## src/verilog/sbs_pkg.sv

```systemverilog
// package: register map, constants and state record of the bus status block
package sbs_pkg;

	// ----------------------------------------------------------------
	// register map
	// ----------------------------------------------------------------
	localparam logic [15:0] SBS_ADDR_CONTROL = 16'hff78;
	localparam logic [15:0] SBS_ADDR_STATUS  = 16'hff79;
	localparam logic [15:0] SBS_ADDR_CLKSEL  = 16'hff7a;
	localparam logic [15:0] SBS_ADDR_SLAVE   = 16'hff7b;
	localparam logic [15:0] SBS_ADDR_MODE    = 16'hff7c;

	// field positions
	localparam int SBS_CTL_ENABLE  = 7;
	localparam int SBS_CTL_RELEASE = 6;
	localparam int SBS_CTL_WREL    = 5;
	localparam int SBS_MODE_HOLD   = 5;
	localparam int SBS_MODE_STIE   = 3;

	// values after reset
	localparam logic [7:0] SBS_RST_STATUS = 8'h00;
	localparam logic [3:0] SBS_RST_CLKSEL = 4'h0;
	localparam logic [5:0] SBS_RST_MODE   = 6'h20;
	localparam logic [7:0] SBS_RST_SLAVE  = 8'h00;

	// clock division ratios, standard and high-speed
	localparam logic [7:0] SBS_DIV_START_DETECTED_FLAG = 8'h2c; // 44
	localparam logic [7:0] SBS_DIV_STD1 = 8'h56; // 86
	localparam logic [7:0] SBS_DIV_STD2 = 8'hac; // 172
	localparam logic [7:0] SBS_DIV_HS0  = 8'h18; // 24
	localparam logic [7:0] SBS_DIV_HS2  = 8'h30; // 48

	// input filter delays, least times rounded up to whole cycles
	localparam int SBS_CLK_MHZ       = 100;
	localparam int SBS_FILT_SHORT_NS = 250;
	localparam int SBS_FILT_LONG_NS  = 500;
	localparam logic [5:0] SBS_FILT_SHORT_CYC = 6'((SBS_FILT_SHORT_NS * SBS_CLK_MHZ + 999) / 1000);
	localparam logic [5:0] SBS_FILT_LONG_CYC  = 6'((SBS_FILT_LONG_NS * SBS_CLK_MHZ + 999) / 1000);

	// ----------------------------------------------------------------
	// types
	// ----------------------------------------------------------------
	typedef struct packed {
		logic [15:0] addr;
		logic [7:0]  wdata;
		logic        wr;
		logic        rd;
	} sbs_bus_req_t;

	typedef struct packed {
		logic       master_flag;
		logic       arbitration_lost_flag;
		logic       extension_code_flag;
		logic       address_match_flag;
		logic       direction_flag;
		logic       ack_detected_flag;
		logic       start_detected_flag;
		logic       stop_detected_flag;
		logic [3:0] clk_sel;
		logic [5:0] mode;
		logic [7:0] local_slave_address;
		logic       controller_enable;
		logic       standby;
		logic       clock_line_level;
		logic       data_line_level;
		logic       f_scl;
		logic       f_sda;
		logic [5:0] cnt_scl;
		logic [5:0] cnt_sda;
		logic [3:0] bitcnt;
		logic       first_byte;
		logic       data_phase;
		logic [7:0] shreg;
		logic       hold_active;
		logic [7:0] div_cnt;
		logic       rate_tick;
		logic [7:0] rdata;
	} sbs_state_t;

	localparam sbs_state_t SBS_STATE_RESET = '{
		clk_sel: SBS_RST_CLKSEL, mode: SBS_RST_MODE, local_slave_address: SBS_RST_SLAVE,
		f_scl: 1'b1, f_sda: 1'b1, default: '0};

endpackage

```

## src/verilog/sbs_status.sv

```systemverilog
// bus status, clock selection and mode control logic of the two-wire controller
//
// Design decision made here: the plain strobed port.
`timescale 1ns/1ps
module sbs_status
	import sbs_pkg::*;
(
	// clock and reset
	input  wire logic         clock,
	input  wire logic         reset,
	// register port
	input  wire sbs_bus_req_t bus,
	output logic [7:0]        bus_rdata,
	// bus pins, open drain
	input  wire logic         scl_in,
	output logic              scl_out,
	output logic              scl_oe_n,
	input  wire logic         sda_in,
	output logic              sda_out,
	output logic              sda_oe_n,
	// controller engine side
	input  wire logic         master_start_in,
	input  wire logic         arb_lost_in,
	input  wire logic         so_latch,
	output logic              start_irq,
	output logic              rate_tick,
	output logic              standby
);

	sbs_state_t st;
	sbs_state_t nx;

	// ----------------------------------------------------------------
	// decoded accesses and bus events
	// ----------------------------------------------------------------
	logic wr_ctl, wr_stat, rd_stat, wr_clk, wr_sva, wr_mode;
	logic rel, wrel;
	logic rise, fall, start_ev, stop_ev, first_rise;
	logic [7:0] cur_div;
	logic [5:0] filt_cyc;

	assign wr_ctl     = bus.wr && (bus.addr == SBS_ADDR_CONTROL);
	assign wr_stat    = bus.wr && (bus.addr == SBS_ADDR_STATUS);
	assign rd_stat    = bus.rd && (bus.addr == SBS_ADDR_STATUS);
	assign wr_clk     = bus.wr && (bus.addr == SBS_ADDR_CLKSEL);
	assign wr_sva     = bus.wr && (bus.addr == SBS_ADDR_SLAVE);
	assign wr_mode    = bus.wr && (bus.addr == SBS_ADDR_MODE);
	// release and wait release are one-shot: they act in the write cycle only
	assign rel        = wr_ctl && bus.wdata[SBS_CTL_RELEASE];
	assign wrel       = wr_ctl && bus.wdata[SBS_CTL_WREL];
	// edges of the filtered lines
	assign rise       = nx.f_scl && !st.f_scl;
	assign fall       = !nx.f_scl && st.f_scl;
	assign start_ev   = st.f_scl && nx.f_scl && st.f_sda && !nx.f_sda;
	assign stop_ev    = st.f_scl && nx.f_scl && !st.f_sda && nx.f_sda;
	assign first_rise = rise && (st.bitcnt == 4'h0 || st.bitcnt == 4'h9);

	// ratio from speed mode and selector; selector 11 stops the divider
	always_comb begin
		unique case ({st.clk_sel[3], st.clk_sel[1:0]})
			3'h0:    cur_div = SBS_DIV_START_DETECTED_FLAG;
			3'h1:    cur_div = SBS_DIV_STD1;
			3'h2:    cur_div = SBS_DIV_STD2;
			3'h4:    cur_div = SBS_DIV_HS0;
			3'h5:    cur_div = SBS_DIV_HS0;
			3'h6:    cur_div = SBS_DIV_HS2;
			default: cur_div = 8'h00;
		endcase
	end

	// slowest clock setting gets the longer filter delay
	assign filt_cyc = (st.clk_sel[1:0] == 2'h2) ? SBS_FILT_LONG_CYC : SBS_FILT_SHORT_CYC;

	// ----------------------------------------------------------------
	// next state
	// ----------------------------------------------------------------
	always_comb begin
		nx = st;

		// register writes; top two bits of clock select and mode stay zero
		if (wr_ctl) begin
			nx.controller_enable = bus.wdata[SBS_CTL_ENABLE];
		end
		if (wr_clk) begin
			nx.clk_sel = bus.wdata[3:0];
		end
		if (wr_mode) begin
			nx.mode = bus.wdata[5:0];
		end
		if (wr_sva) begin
			nx.local_slave_address = {bus.wdata[7:1], 1'b0};
		end

		// input filter: a new level passes only once stable for the delay
		if (!st.clk_sel[2]) begin
			nx.f_scl   = scl_in;
			nx.f_sda   = sda_in;
			nx.cnt_scl = 6'h00;
			nx.cnt_sda = 6'h00;
		end else begin
			nx.cnt_scl = (scl_in != st.f_scl) ? st.cnt_scl + 6'h01 : 6'h00;
			nx.cnt_sda = (sda_in != st.f_sda) ? st.cnt_sda + 6'h01 : 6'h00;
			if (nx.cnt_scl >= filt_cyc) begin
				nx.f_scl   = scl_in;
				nx.cnt_scl = 6'h00;
			end
			if (nx.cnt_sda >= filt_cyc) begin
				nx.f_sda   = sda_in;
				nx.cnt_sda = 6'h00;
			end
		end

		// transfer clock divider
		nx.rate_tick = 1'b0;
		if (cur_div == 8'h00 || st.div_cnt >= cur_div - 8'h01) begin
			nx.div_cnt   = 8'h00;
			nx.rate_tick = (cur_div != 8'h00);
		end else begin
			nx.div_cnt = st.div_cnt + 8'h01;
		end

		// bit position within the byte, address shift
		if (rise) begin
			nx.shreg  = {st.shreg[6:0], nx.f_sda};
			nx.bitcnt = (st.bitcnt == 4'h9) ? 4'h1 : st.bitcnt + 4'h1;
		end
		if (fall && st.bitcnt == 4'h9 && st.first_byte) begin
			nx.first_byte = 1'b0;
			nx.data_phase = 1'b1;
		end

		// clears tied to the clock edges of the following byte
		if (first_rise) begin
			nx.ack_detected_flag = 1'b0;
			if (!st.first_byte) begin
				nx.start_detected_flag = 1'b0;
			end else begin
				nx.stop_detected_flag = 1'b0;
			end
		end

		// address byte: 8th rising edge
		if (rise && st.bitcnt == 4'h7 && st.first_byte) begin
			if (st.shreg[6:3] == 4'h0 || st.shreg[6:3] == 4'hf) begin
				nx.extension_code_flag = 1'b1;
				nx.standby             = 1'b0;
			end
			if (st.shreg[6:0] == st.local_slave_address[7:1]) begin
				nx.address_match_flag = 1'b1;
				nx.standby            = 1'b0;
			end
			if (nx.f_sda && st.master_flag) begin
				nx.direction_flag = 1'b0;
			end else if (nx.f_sda) begin
				nx.direction_flag = 1'b1;
			end
		end

		// 9th rising edge: acknowledge sample
		if (rise && st.bitcnt == 4'h8 && !nx.f_sda) begin
			nx.ack_detected_flag = 1'b1;
		end

		// start condition
		if (start_ev) begin
			nx.bitcnt              = 4'h0;
			nx.first_byte          = 1'b1;
			nx.data_phase          = 1'b0;
			nx.start_detected_flag = 1'b1;
			nx.extension_code_flag = 1'b0;
			nx.address_match_flag  = 1'b0;
			if (!st.master_flag && !master_start_in) begin
				nx.direction_flag = 1'b0;
			end
		end

		// stop condition
		if (stop_ev) begin
			nx.bitcnt              = 4'h0;
			nx.first_byte          = 1'b0;
			nx.data_phase          = 1'b0;
			nx.stop_detected_flag  = 1'b1;
			nx.start_detected_flag = 1'b0;
			nx.master_flag         = 1'b0;
			nx.extension_code_flag = 1'b0;
			nx.address_match_flag  = 1'b0;
			nx.direction_flag      = 1'b0;
			nx.ack_detected_flag   = 1'b0;
		end

		// wait release ends sending until the next direction decision
		if (wrel) begin
			nx.direction_flag = 1'b0;
		end

		// start generated by the master engine
		if (master_start_in) begin
			nx.master_flag    = 1'b1;
			nx.direction_flag = 1'b1;
			nx.standby        = 1'b0;
		end

		// arbitration-lost flag: software read or any status write clears, a new loss wins
		if (rd_stat) begin
			nx.arbitration_lost_flag = 1'b0;
		end
		if (wr_stat) begin
			nx.arbitration_lost_flag = 1'b0;
		end
		if (arb_lost_in) begin
			nx.arbitration_lost_flag = 1'b1;
			nx.master_flag           = 1'b0;
			nx.direction_flag        = 1'b0;
		end

		// release abandons the transfer and waits for a way back in
		if (rel) begin
			nx.master_flag         = 1'b0;
			nx.extension_code_flag = 1'b0;
			nx.address_match_flag  = 1'b0;
			nx.direction_flag      = 1'b0;
			nx.ack_detected_flag   = 1'b0;
			nx.start_detected_flag = 1'b0;
			nx.data_phase          = 1'b0;
			nx.standby             = 1'b1;
		end

		// clock hold: waits for the line to be low before grabbing it
		if (st.mode[SBS_MODE_HOLD]) begin
			nx.hold_active = 1'b0;
		end else if (!st.f_scl) begin
			nx.hold_active = 1'b1;
		end

		// line levels show only while enabled
		nx.clock_line_level = nx.controller_enable && scl_in;
		nx.data_line_level  = nx.controller_enable && sda_in;

		// disabled: bus flags, bit count, byte phase, standby and hold are dropped
		if (!nx.controller_enable) begin
			nx.master_flag           = 1'b0;
			nx.arbitration_lost_flag = 1'b0;
			nx.extension_code_flag   = 1'b0;
			nx.address_match_flag    = 1'b0;
			nx.direction_flag        = 1'b0;
			nx.ack_detected_flag     = 1'b0;
			nx.start_detected_flag   = 1'b0;
			nx.stop_detected_flag    = 1'b0;
			nx.data_phase            = 1'b0;
			nx.first_byte            = 1'b0;
			nx.bitcnt                = 4'h0;
			nx.standby               = 1'b0;
			nx.hold_active           = 1'b0;
		end

		// read data, one cycle after the strobe; unmapped reads zero
		nx.rdata = 8'h00;
		if (bus.rd) begin
			unique case (bus.addr)
				SBS_ADDR_CONTROL: nx.rdata = {st.controller_enable, 7'h00};
				SBS_ADDR_STATUS:  nx.rdata = {st.master_flag, st.arbitration_lost_flag,
						st.extension_code_flag, st.address_match_flag, st.direction_flag,
						st.ack_detected_flag, st.start_detected_flag, st.stop_detected_flag};
				SBS_ADDR_CLKSEL:  nx.rdata = {2'h0, st.clock_line_level, st.data_line_level,
						st.clk_sel};
				SBS_ADDR_SLAVE:   nx.rdata = st.local_slave_address;
				SBS_ADDR_MODE:    nx.rdata = {2'h0, st.mode};
				default:          nx.rdata = 8'h00;
			endcase
		end
	end

	// ----------------------------------------------------------------
	// state register
	// ----------------------------------------------------------------
	always_ff @(posedge clock) begin
		if (reset) begin
			st <= SBS_STATE_RESET;
		end else begin
			st <= nx;
		end
	end

	// ----------------------------------------------------------------
	// outputs
	// ----------------------------------------------------------------
	// data drives only while sending and past the address; open drain pulls low
	assign sda_out   = 1'b0;
	assign sda_oe_n  = !(st.direction_flag && st.data_phase && !st.standby && !so_latch);
	assign scl_out   = 1'b0;
	assign scl_oe_n  = !st.hold_active;
	assign bus_rdata = st.rdata;
	assign rate_tick = st.rate_tick;
	assign standby   = st.standby;
	// start event to the interrupt controller, only when enabled
	assign start_irq = start_ev && st.controller_enable && st.mode[SBS_MODE_STIE];
endmodule
```

## config.mk

```make
export PLATFORM = sky130hd
export DESIGN_NAME = sbs_status
export DESIGN_NICKNAME = d
export VERILOG_FILES = /design/src/verilog/sbs_pkg.sv /design/src/verilog/sbs_status.sv
export SDC_FILE = /design/constraint.sdc
export NUM_CORES = 1
export LEC_CHECK = 0
export BUFFER_PORTS_ARGS = -buffer_cell sky130_fd_sc_hd__buf_2
export CAP_MARGIN = 20
export CORE_MARGIN = 4
export CORE_UTILIZATION = 35
export CTS_CLUSTER_DIAMETER = 120
export DETAILED_ROUTE_END_ITERATION = 16
export PLACE_DENSITY = 0.52
export SKIP_LAST_GASP = 1
export SLEW_MARGIN = 20
export SYNTH_ARGS = -nofsm -noshare
export SYNTH_HDL_FRONTEND = slang
export SYNTH_SLANG_ARGS = --single-unit
```

## constraint.sdc

```tcl
create_clock -name clock -period 3 [get_ports clock]
set_input_delay 0.3 -clock clock [delete_from_list [all_inputs] [get_ports clock]]
set_output_delay 0.3 -clock clock [all_outputs]
set_load 0.1 [all_outputs]
```

==> flow_metrics.py <==
metrics = {
    "clock_network": {
        "clock_latency_ps": 340,
        "cts_tree": "yes",
        "clkTransAtPathRegs_ps": 70,
        "clock-sinks": 74,
        "cts_buffer_depth": 2,
        "htreeDepth": 3,
        "numCtsBuffers": 9,
        "clock-root-buffer": "clkbuf_16",
    },
    "setup_path": {
        "cpPeakStageDelay_ps": 400,
        "cp.arrival_ps": 2670,
        "critPathBufInv": 1,
        "crit_slowest_cell": "dfxtp_4",
        "crit_family": "compound AO/OA/AOI/OAI gates",
        "rrSetupSlack_ps": 180,
        "critPathCaptureType": "output port",
        "r2r-end": "st[23]",
        "path_cells": "xor2_4, or2b_1, ha_1, nand2b_4, a221oi_4, o311a_4, o211ai_1, nor4_4, buf_12",
        "crit_type": "reg2out",
        "critPathRequiredTime_ps": 2700,
        "cp-start-kind": "flip-flop",
        "cp_max_fo": 3,
        "reg2reg_depth": 11,
        "r2r_start": "st[45]",
    },
    "route": {
        "vias": 3458,
        "first_pass_iters": 4,
        "routedWlPerCell_um": 15.6,
        "drc": 0,
        "drt_wl_total_mm": 10.2,
        "via_per_inst": 5.30,
        "ant_nets": 0,
        "drtIter0Drc": 225,
    },
    "synth": {
        "synth_seq_cells": 74,
        "yosysTopAreaCell": "dfxtp_1",
        "synth_area_sq_um": 3950,
        "synthCells": 461,
        "ys_types": 64,
        "netlist.area_leader.share": 0.375,
        "synth_seq_area_share": 0.375,
        "avgSynthCellArea_sq_um": 8.58,
        "yosys_warnings": 0,
        "async_flop_share": 0,
        "synthFlopType": "dfxtp_1",
        "synth_area_leaders": "dfxtp_1 (37%), ha_1 (6.0%), nand2_1 (4.7%), nor2_1 (4.0%), a21oi_1 (3.3%)",
        "synth_edf_count": 0,
    },
    "cells_and_area": {
        "area_delta_synth_final_pct": 19.7,
        "final_common_cell": "dfxtp_1",
        "drive_above_1_share": 0.226,
        "fillers": 1099,
        "mostFrequentLayoutCells": "dfxtp_1 (71), nand2_1 (50), buf_2 (44)",
        "final_net_count": 560,
        "antenna-diode-count": 0,
    },
    "die": {
        "num_rows": 38,
        "top_level_ports": 48,
        "die_w_um": 114,
        "core_area_sq_um": 10900,
        "start_util": 0.362,
        "die_y_um": 114,
        "die-area_sq_um": 13100,
    },
    "hold_path": {
        "holdPathEnd": "st[64]",
        "hold_start": "bus[2]",
        "hp-class": "in2reg",
        "holdPathStages": 3,
    },
    "sta": {
        "max_freq_mhz": 336,
        "rsz0062_at_grt": "true",
        "fin_skew_ps": 9.65,
        "timing.slew.headroom": 0.464,
        "period_minus_slack_ps": 2970,
        "period_share": 0.991,
        "setup_viol": 0,
        "worst_slack_ps": 26.4,
        "tightest_slew_ps": 804,
        "hold_viol": 0,
        "slew_viol_final": 0,
    },
    "global_routing": {
        "grt_max_degree": 43,
        "grt_usage": 0.163,
        "grt_pass1_wl_mm": 16.9,
        "grt_pass1_vias": 3349,
        "grt-ovfl-total": 0,
        "antenna_found_initial": 0,
    },
    "power_and_ir_drop": {
        "cellLeakagePower_nw": 1.90,
        "powerDensity_nw_per_um2": 463,
        "worst_ir_drop_vdd_v": 0.000241,
        "totalPowerFinal_mw": 2.19,
    },
    "placement": {
        "pre_cts_slack_ps": 48.4,
        "place_congestion": 0.845,
        "buffer_ports.inserted": 45,
        "dp_hpwl_mm": 7.60,
    },
    "run": {
        "cap_violations": 0,
    },
    "outcome": {
        "status": "complete, no violations",
    },
}
-- worst max-delay path by stage --
| stage | cells past startpoint | endpoint | start |
|---|---|---|---|
| 2_1_floorplan | 9 | start_irq | st[45] |
| 3_3_place_gp | 10 | start_irq | scl_in |
| 3_5_place_dp | 10 | start_irq | scl_in |
| 4_1_cts | 9 | start_irq | st[45] |
| 5_1_grt | 9 | start_irq | st[45] |
| 6_report | 9 | start_irq | st[45] |
-- worst register-to-register path: cells and delay by family (launching register included) --
kind | cells | cell delay (ps)
compound gates | 3 | 730
xor+xnor | 1 | 160
fa+ha+maj | 1 | 270
buf+inv | 2 | 360
flops | 1 | 400
simple gates | 4 | 830
-- synth_stat cells, types with 4 or more instances --
library cell,instances
or4_1,4
nand4_1,16
and3_1,5
a21o_1,6
o21ai_0,12
xor2_1,14
nor4_1,4
mux2i_1,11
or2_2,7
nand2_1,50
buf_4,11
and2_1,4
nor3_1,16
a222oi_1,4
inv_1,19
nor2_1,42
nand3_1,20
dfxtp_1,74
ha_1,19
a21oi_1,26
xnor2_1,11
o2111ai_1,6
clkbuf_1,16
nand2b_1,6
-- through the flow --
stage	utilization	setup TNS [ps]	area, sq um	hold slack [ps]	std cells
CTS	0.431	-74.1	4710	219	652
floorplan	-	-330	4010	420	462
global placement	0.398	0	4350	441	630
finish	0.433	0	4730	225	653
global route	0.433	-135	4730	240	653
detailed placement	0.398	0	4350	448	630
-- layout make-up --
class                           count  area [sq um]  area share
Multi-Input combinational cell    337          2310       0.488
Sequential cell                    74          1490       0.314
Timing Repair Buffer               67           405      0.0856
Clock buffer                        9           225      0.0476
Tap cell                          140           175      0.0370
Inverter                           19          71.3      0.0151
Clock inverter                      7          60.1      0.0127
-- power by group --
group,internal [mW],total [mW],switching [mW]
Combinational,0.0634,0.155,0.0917
Sequential,0.988,0.996,0.00846
Clock,0.574,1.04,0.465
Total,1.63,2.19,0.565
-- metal layers --
| layer | wire length, um | vias to the layer above | GRT usage |
|---|---|---|---|
| met3 | 520 | 13 | 0.0275 |
| met4 | 204 | 0 | 0.0673 |
| met2 | 4740 | 79 | 0.265 |
| met1 | 4750 | 1635 | 0.214 |
| li1 | - | 1731 | - |
| met5 | 0 | - | 0 |
-- sequential cells by signal (all words and copies together) (netlist names) --
register / cells
st: 64
rate_tick: 1
standby: 1
bus_rdata: 8
-- cell families after synthesis --
family          Yosys count  synth area share
flops                    74             0.375
xor+xnor                 26            0.0623
compound gates           78             0.145
buf+inv                  51            0.0617
other cells               1          0.000948
mux                      14            0.0364
fa+ha+maj                19            0.0601
simple gates            198             0.259
-- timing repair --
action,in CTS,in global routing
setup endpoints to repair,1,9
gates resized for setup,7,4
pin swaps,5,2
buffers inserted,6,1
hold buffers,0,0
(Power assumes the default switching activity.)
